`src/design/pm_pkg.sv`:
```
// constants and types for the low-power mode controller
// assumes a single 25 MHz clock domain; no software-visible registers here
package pm_pkg;

  // operand of the power-save instruction
  localparam logic MODE_SLEEP = 1'h0;
  localparam logic MODE_IDLE = 1'h1;

  // new-oscillator select field of the oscillator control word
  localparam int OSC_SEL_W = 3;
  localparam int OSC_SEL_LSB = 8;
  localparam int OSC_SEL_MSB = 10;
  localparam int OSC_CTRL_W = 16;
  localparam logic [2:0] OSC_SEL_RESET = 3'h0;

  // default number of individually enabled interrupt sources
  localparam int IRQ_COUNT = 8;

  // power state, one-hot
  typedef enum logic [3:0] {
    ST_RUN   = 4'h1,
    ST_IDLE  = 4'h2,
    ST_PREP  = 4'h4,
    ST_SLEEP = 4'h8
  } pm_state_t;

endpackage

```
`src/design/osc_sel_if.sv`:
```
// signals between the power-state sequencer and the oscillator select keeper
// assumes both ends run on the same clock
`timescale 1ns/1ps
`default_nettype none

interface osc_sel_if;
  import pm_pkg::*;
  logic wr;
  logic [OSC_SEL_W-1:0] wr_sel;
  logic locked;
  logic hold;
  logic [OSC_SEL_W-1:0] active_sel;
  logic [OSC_SEL_W-1:0] pending_sel;

  modport ctrl (output wr, output wr_sel, output locked, output hold,
                input active_sel, input pending_sel);
  modport keeper (input wr, input wr_sel, input locked, input hold,
                  output active_sel, output pending_sel);
endinterface

`default_nettype wire

```
`src/design/low_power_mode_control.sv`:
```
// power-state sequencer: sleep and idle entry, wake-up and clock gating
// assumes the core issues the power-save instruction as a one-cycle strobe
// and that all inputs are synchronous to clk
`timescale 1ns/1ps
`default_nettype none

module low_power_mode_control
  import pm_pkg::*;
#(
  parameter int NUM_IRQ = IRQ_COUNT
) (
  input wire logic clk,
  input wire logic nrst,
  input wire logic power_save_instruction,
  input wire logic power_save_mode,
  input wire logic [NUM_IRQ-1:0] irq_pending,
  input wire logic [NUM_IRQ-1:0] irq_enable,
  input wire logic watchdog_timeout,
  input wire logic device_reset_event,
  input wire logic watchdog_enable,
  input wire logic source_is_onchip,
  input wire logic clock_config_locked,
  input wire logic oscillator_control_wr,
  input wire logic [OSC_CTRL_W-1:0] oscillator_control_reg,
  output logic cpu_clk_en,
  output logic periph_clk_en,
  output logic sysclk_source_en,
  output logic onchip_osc_en,
  output logic fail_safe_monitor_en,
  output logic low_power_rc_clock_en,
  output logic watchdog_counter_clear,
  output logic pin_change_notify_en,
  output logic ext_clk_periph_en,
  output logic low_power_active,
  output logic in_sleep,
  output logic in_idle,
  output logic [OSC_SEL_W-1:0] active_osc_select,
  output logic [OSC_SEL_W-1:0] next_oscillator_select
);

  pm_state_t state;
  pm_state_t next_state;

  osc_sel_if sel_bus ();

  // state decode
  wire st_run = (state == ST_RUN);
  wire st_idle = (state == ST_IDLE);
  wire st_prep = (state == ST_PREP);
  wire st_sleep = (state == ST_SLEEP);

  // wake-up sources; a pending interrupt only counts while its own enable is set
  wire [NUM_IRQ-1:0] irq_hit;
  for (genvar i = 0; i < NUM_IRQ; i++) begin : g_irq_hit
    assign irq_hit[i] = irq_pending[i] && irq_enable[i];
  end
  wire irq_wake = |irq_hit;
  wire wake_event = irq_wake || watchdog_timeout || device_reset_event;

  wire enter_req = power_save_instruction && st_run;
  wire enter_sleep = enter_req && (power_save_mode == MODE_SLEEP);
  wire enter_idle = enter_req && (power_save_mode == MODE_IDLE);

  always_comb begin
    next_state = state;
    unique case (state)
      ST_RUN: begin
        if (enter_sleep) begin
          next_state = ST_PREP;
        end else if (enter_idle) begin
          next_state = ST_IDLE;
        end
      end
      ST_IDLE: begin
        if (wake_event) begin
          next_state = ST_RUN;
        end
      end
      // one cycle for the watchdog clear before the peripheral and source clocks stop (the cpu clock is already off);
      // a wake in this cycle aborts the entry instead of being lost
      ST_PREP: begin
        if (wake_event) begin
          next_state = ST_RUN;
        end else begin
          next_state = ST_SLEEP;
        end
      end
      ST_SLEEP: begin
        if (wake_event) begin
          next_state = ST_RUN;
        end
      end
      default: next_state = ST_RUN;
    endcase
  end

  always_ff @(posedge clk or negedge nrst) begin
    if (!nrst) begin
      state <= ST_RUN;
    end else begin
      state <= next_state;
    end
  end

  // output decode from the next state so every output is a flop
  // that changes on the same edge as the state
  wire nx_sleep = (next_state == ST_SLEEP);
  wire nx_prep = (next_state == ST_PREP);
  wire nx_idle = (next_state == ST_IDLE);
  wire nx_low = nx_sleep || nx_prep || nx_idle;

  wire next_cpu_clk_en = !nx_low;
  wire next_periph_clk_en = !nx_sleep;
  wire next_sysclk_source_en = !nx_sleep;
  wire next_onchip_osc_en = !(nx_sleep && source_is_onchip);
  wire next_fail_safe_monitor_en = !nx_sleep;
  wire next_low_power_rc_clock_en = !nx_sleep || watchdog_enable;
  wire next_watchdog_counter_clear = nx_prep && watchdog_enable;
  // change notification and external-clock peripherals never gated
  wire next_ext_en = 1'h1;
  wire next_low_power_active = nx_low;
  wire next_in_sleep = nx_sleep || nx_prep;
  wire next_in_idle = nx_idle;

  // one short flop per output, so each output is a plain register
  always_ff @(posedge clk or negedge nrst) begin
    if (!nrst) begin
      cpu_clk_en <= 1'h1;
    end else begin
      cpu_clk_en <= next_cpu_clk_en;
    end
  end

  // idle keeps this running so peripherals go on working
  always_ff @(posedge clk or negedge nrst) begin
    if (!nrst) begin
      periph_clk_en <= 1'h1;
    end else begin
      periph_clk_en <= next_periph_clk_en;
    end
  end

  // gated only after the prep cycle, so the watchdog clear still sees a clock
  always_ff @(posedge clk or negedge nrst) begin
    if (!nrst) begin
      sysclk_source_en <= 1'h1;
    end else begin
      sysclk_source_en <= next_sysclk_source_en;
    end
  end

  always_ff @(posedge clk or negedge nrst) begin
    if (!nrst) begin
      onchip_osc_en <= 1'h1;
    end else begin
      onchip_osc_en <= next_onchip_osc_en;
    end
  end

  // a live monitor would flag the stopped source as a clock failure
  always_ff @(posedge clk or negedge nrst) begin
    if (!nrst) begin
      fail_safe_monitor_en <= 1'h1;
    end else begin
      fail_safe_monitor_en <= next_fail_safe_monitor_en;
    end
  end

  // the watchdog counts on this clock, so it may not stop under it
  always_ff @(posedge clk or negedge nrst) begin
    if (!nrst) begin
      low_power_rc_clock_en <= 1'h1;
    end else begin
      low_power_rc_clock_en <= next_low_power_rc_clock_en;
    end
  end

  always_ff @(posedge clk or negedge nrst) begin
    if (!nrst) begin
      watchdog_counter_clear <= 1'h0;
    end else begin
      watchdog_counter_clear <= next_watchdog_counter_clear;
    end
  end

  // wake sources of their own; gating them would leave no way out of sleep
  always_ff @(posedge clk or negedge nrst) begin
    if (!nrst) begin
      pin_change_notify_en <= 1'h1;
    end else begin
      pin_change_notify_en <= next_ext_en;
    end
  end

  always_ff @(posedge clk or negedge nrst) begin
    if (!nrst) begin
      ext_clk_periph_en <= 1'h1;
    end else begin
      ext_clk_periph_en <= next_ext_en;
    end
  end

  // single indication to the clock gate; drops on the edge after the wake
  always_ff @(posedge clk or negedge nrst) begin
    if (!nrst) begin
      low_power_active <= 1'h0;
    end else begin
      low_power_active <= next_low_power_active;
    end
  end

  // prep counts as sleep, so the gate never sees a run gap between them
  always_ff @(posedge clk or negedge nrst) begin
    if (!nrst) begin
      in_sleep <= 1'h0;
    end else begin
      in_sleep <= next_in_sleep;
    end
  end

  always_ff @(posedge clk or negedge nrst) begin
    if (!nrst) begin
      in_idle <= 1'h0;
    end else begin
      in_idle <= next_in_idle;
    end
  end

  // clock source selection
  assign sel_bus.wr = oscillator_control_wr;
  assign sel_bus.wr_sel = oscillator_control_reg[OSC_SEL_MSB:OSC_SEL_LSB];
  assign sel_bus.locked = clock_config_locked;
  assign sel_bus.hold = st_sleep || st_prep;

  osc_select_keeper u_keeper (
    .clk(clk),
    .nrst(nrst),
    .sel(sel_bus.keeper)
  );

  assign active_osc_select = sel_bus.active_sel;
  assign next_oscillator_select = sel_bus.pending_sel;

endmodule

`default_nettype wire

```
`src/design/osc_select_keeper.sv`:
```
// holds the requested and the active system clock source selection
// assumes writes arrive as one-cycle strobes from the sequencer
`timescale 1ns/1ps
`default_nettype none

module osc_select_keeper
  import pm_pkg::*;
(
  input wire logic clk,
  input wire logic nrst,
  osc_sel_if.keeper sel
);

  wire take_write = sel.wr && !sel.locked;
  // a pending switch waits while asleep so the wake-up source is unchanged
  wire do_switch = !sel.hold && (sel.pending_sel != sel.active_sel);

  always_ff @(posedge clk or negedge nrst) begin
    if (!nrst) begin
      sel.pending_sel <= OSC_SEL_RESET;
    end else if (take_write) begin
      sel.pending_sel <= sel.wr_sel;
    end
  end

  always_ff @(posedge clk or negedge nrst) begin
    if (!nrst) begin
      sel.active_sel <= OSC_SEL_RESET;
    end else if (do_switch) begin
      sel.active_sel <= sel.pending_sel;
    end
  end

endmodule

`default_nettype wire

```
`config.mk`:
```
export PLATFORM = sky130hd
export DESIGN_NAME = low_power_mode_control
export DESIGN_NICKNAME = d
export VERILOG_FILES = /design/src/design/pm_pkg.sv /design/src/design/osc_sel_if.sv /design/src/design/low_power_mode_control.sv /design/src/design/osc_select_keeper.sv
export SDC_FILE = /design/constraint.sdc
export NUM_CORES = 1
export LEC_CHECK = 0
export ABC_CLOCK_PERIOD_IN_PS = 1750
export BUFFER_PORTS_ARGS = -buffer_cell sky130_fd_sc_hd__buf_2
export CAP_MARGIN = 20
export CORE_UTILIZATION = 38
export DETAILED_ROUTE_END_ITERATION = 8
export PLACE_DENSITY = 0.79
export SETUP_SLACK_MARGIN = 0.05
export SYNTH_ARGS = -nofsm -noshare
export SYNTH_HDL_FRONTEND = slang
export SYNTH_SLANG_ARGS = --single-unit
export TNS_END_PERCENT = 10
```
`constraint.sdc`:
```
create_clock -name clk -period 1.75 [get_ports clk]
set_input_delay 0.175 -clock clk [delete_from_list [all_inputs] [get_ports clk]]
set_output_delay 0.175 -clock clk [all_outputs]
set_load 0.02 [all_outputs]
```
==> impl_metrics.tcl <==
set metrics [dict create \
    status "completed" \
    critPathMaxFanout 7 \
    cts_resized 0 \
    viasPerCell 4.78 \
    final_common_cell "buf_2" \
    grt_pass1_wl_um 2010 \
    postSynthAreaPerCell_um2 12.2 \
    antenna_found_initial 0 \
    cap_violations 0 \
    grt_pass1_vias 549 \
    synthToLayoutAreaGrowth_pct 34.6 \
    die_h_um 47.4 \
    yosysSeqAreaShare 0.584 \
    cp.required_ns 1.93 \
    clock_skew_ns 0.00308 \
    clkLatencyLatePin_ns 0.29 \
    die_w_um 47.4 \
    grtUsageTotal 0.132 \
    arrival_ns 1.63 \
    cts_buffers 3 \
    clkSinkCount 18 \
    critical_path.startpoint_type "register" \
    hold_buffers 2 \
    ys_ff_latch 18 \
    start_util 0.403 \
    syn-instance-count 64 \
    mostFrequentLayoutCells "buf_2 (44), dfrtp_1 (13), mux2_2 (6), dfstp_2 (5), nand2_1 (4)" \
    grt-ovfl-total 0 \
    regArea_um2 457 \
    finalWorstPathRequiredPeriod_ns 1.45 \
    setup_viol 0 \
    drc 0 \
    clk_pin_slew_ns 0.09 \
    stdcell_count 137 \
    holdWs_ns 0.0689 \
    cts_setup_buffers 0 \
    ir_drop_v 0.000397 \
    finalSetupTns_ns 0 \
    yosysUniqueCellTypes 28 \
    final_net_count 153 \
    cp_slowest_stage_delay_ns 0.47 \
    fmax_ghz 0.688 \
    dp.cells 131 \
    hold_class "input pin to register" \
    ys_warn_count 0 \
    finalInstanceArea_um2 1050 \
    drive_gt1_frac 0.564 \
    ant_nets 0 \
    drt-total-wl_um 1390 \
    globalplace.congestion 0.818 \
    clk_path_buf_depth 2 \
    ios 60 \
    cts_tree "done" \
    drt_first_pass_iters 4 \
    cp-end-kind "register" \
    finalHoldViolCount 0 \
    cts_max_level 1 \
    multi_input_area_um2 288 \
    grt_start_max_net_pins 19 \
    core_area_um2 1940 \
    rsz0062_at_grt "false" \
    finalMaxSlewViolations 0 \
    critical-path-slowest-cell "dfrtp_1" \
    fillers 188 \
    total_power_uw 872 \
    row_count 16 \
    vias 655 \
    drtIter0Drc 7 \
    critPathLaunch "state[3]" \
    r2r-start "state[3]" \
    port_buffers 44 \
    syn-cell-area_um2 782 \
    cts_root_buf "clkbuf_4" \
    post_drt_wl_per_cell_um 10.2 \
    post_dp_cell_area_um2 1010 \
    p_leak_nw 0.502 \
    diodes 0 \
    crit_chain "xnor2_1 > or3_1 > mux2_2" \
    path_class "register to register" \
    p_per_area_nw_per_um2 828 \
    dpl.hpwl_um 1130 \
    dieArea_um2 2240 \
    worstHoldStart "power_save_mode" \
    min_period_over_period 0.830 \
]
## Yosys cell counts
cell | instances | share of area
a211o_1 | 1 | 0.011
a211oi_1 | 1 | 0.0096
a21oi_1 | 1 | 0.0064
a222oi_1 | 1 | 0.013
a22oi_1 | 2 | 0.019
and2_1 | 1 | 0.0080
buf_4 | 4 | 0.038
clkbuf_1 | 1 | 0.0048
conb_1 | 1 | 0.0048
dfrtp_1 | 13 | 0.42
dfstp_2 | 5 | 0.17
inv_1 | 2 | 0.0096
mux2_2 | 6 | 0.086
nand2_1 | 4 | 0.019
nand2b_1 | 1 | 0.0080
nand3b_1 | 1 | 0.0096
nor2_1 | 2 | 0.0096
nor2b_1 | 1 | 0.0080
nor3_2 | 1 | 0.013
o21a_1 | 2 | 0.019
o21ai_0 | 2 | 0.013
o21ai_1 | 1 | 0.0064
o22ai_1 | 2 | 0.016
or3_1 | 3 | 0.024
or3_4 | 1 | 0.014
or3b_2 | 2 | 0.022
xnor2_1 | 1 | 0.011
xor2_1 | 1 | 0.011
## metrics by stage
stage	util	worst slack [ns]
detailed placement	0.518	0.296
CTS	0.542	0.281
global placement	0.518	0.327
global route	0.542	0.227
finish	0.542	0.297
floorplan	-	0.423
## power by group
group | switching [mW] | internal (mW) | leakage [nW] | total (mW)
logic | 0.0993 | 0.0843 | 0.270 | 0.184
registers | 0.0220 | 0.458 | 0.217 | 0.480
clock network | 0.120 | 0.0887 | 0.0150 | 0.208
## cell type report
type,count,area share
clock buffers,4,0.0250
inverters,2,0.00713
multi-input cells,40,0.273
flip-flops and latches,18,0.434
well taps,27,0.0321
repair buffers,46,0.228
## final timing paths
check | to | depth (start not counted) | slack, ns
setup / recovery | u_keeper.sel.active_sel[0] | 3 | 0.30
hold / removal | state[2] | 2 | 0.07
setup reg to reg | u_keeper.sel.active_sel[0] | 3 | 0.30
hold reg to reg | u_keeper.sel.active_sel[1] | 1 | 0.51
max in group asynchronous | low_power_rc_clock_en | 2 | 1.12
min in group asynchronous | u_keeper.sel.pending_sel[1] | 2 | 0.32
## worst max-delay path: cells and delay by family (launching register included)
family | cells | cell delay (ns)
XOR/XNOR | 1 | 0.15
flip-flops | 1 | 0.47
multiplexers | 1 | 0.31
AND/OR/NAND/NOR | 1 | 0.41
## per-layer routing
metal / global-route usage / routed length [um] / vias to the layer above
li1: - / - / 314
met4: 0.0686 / 27 / 0
met1: 0.129 / 530 / 299
met5: 0 / 0 / -
met2: 0.258 / 730 / 40
met3: 0.0231 / 102 / 2
## registers in the layout, indices dropped and copies added, names as in the netlist
signal and cells:
onchip_osc_en 1, u_keeper.sel.active_sel 3, state 4, cpu_clk_en 1, fail_safe_monitor_en 1, u_keeper.sel.pending_sel 3, low_power_rc_clock_en 1, low_power_active 1
in_idle 1, in_sleep 1, watchdog_counter_clear 1
## logic make-up after synthesis
logic type,Yosys count,synth area share
XOR/XNOR,2,0.0224
AO/OA/AOI/OAI,13,0.114
AND/OR/NAND/NOR,17,0.136
buffers and inverters,7,0.0528
other,1,0.00480
flip-flops,18,0.584
multiplexers,6,0.0864
No activity file was read; power rests on OpenSTA's default activity.
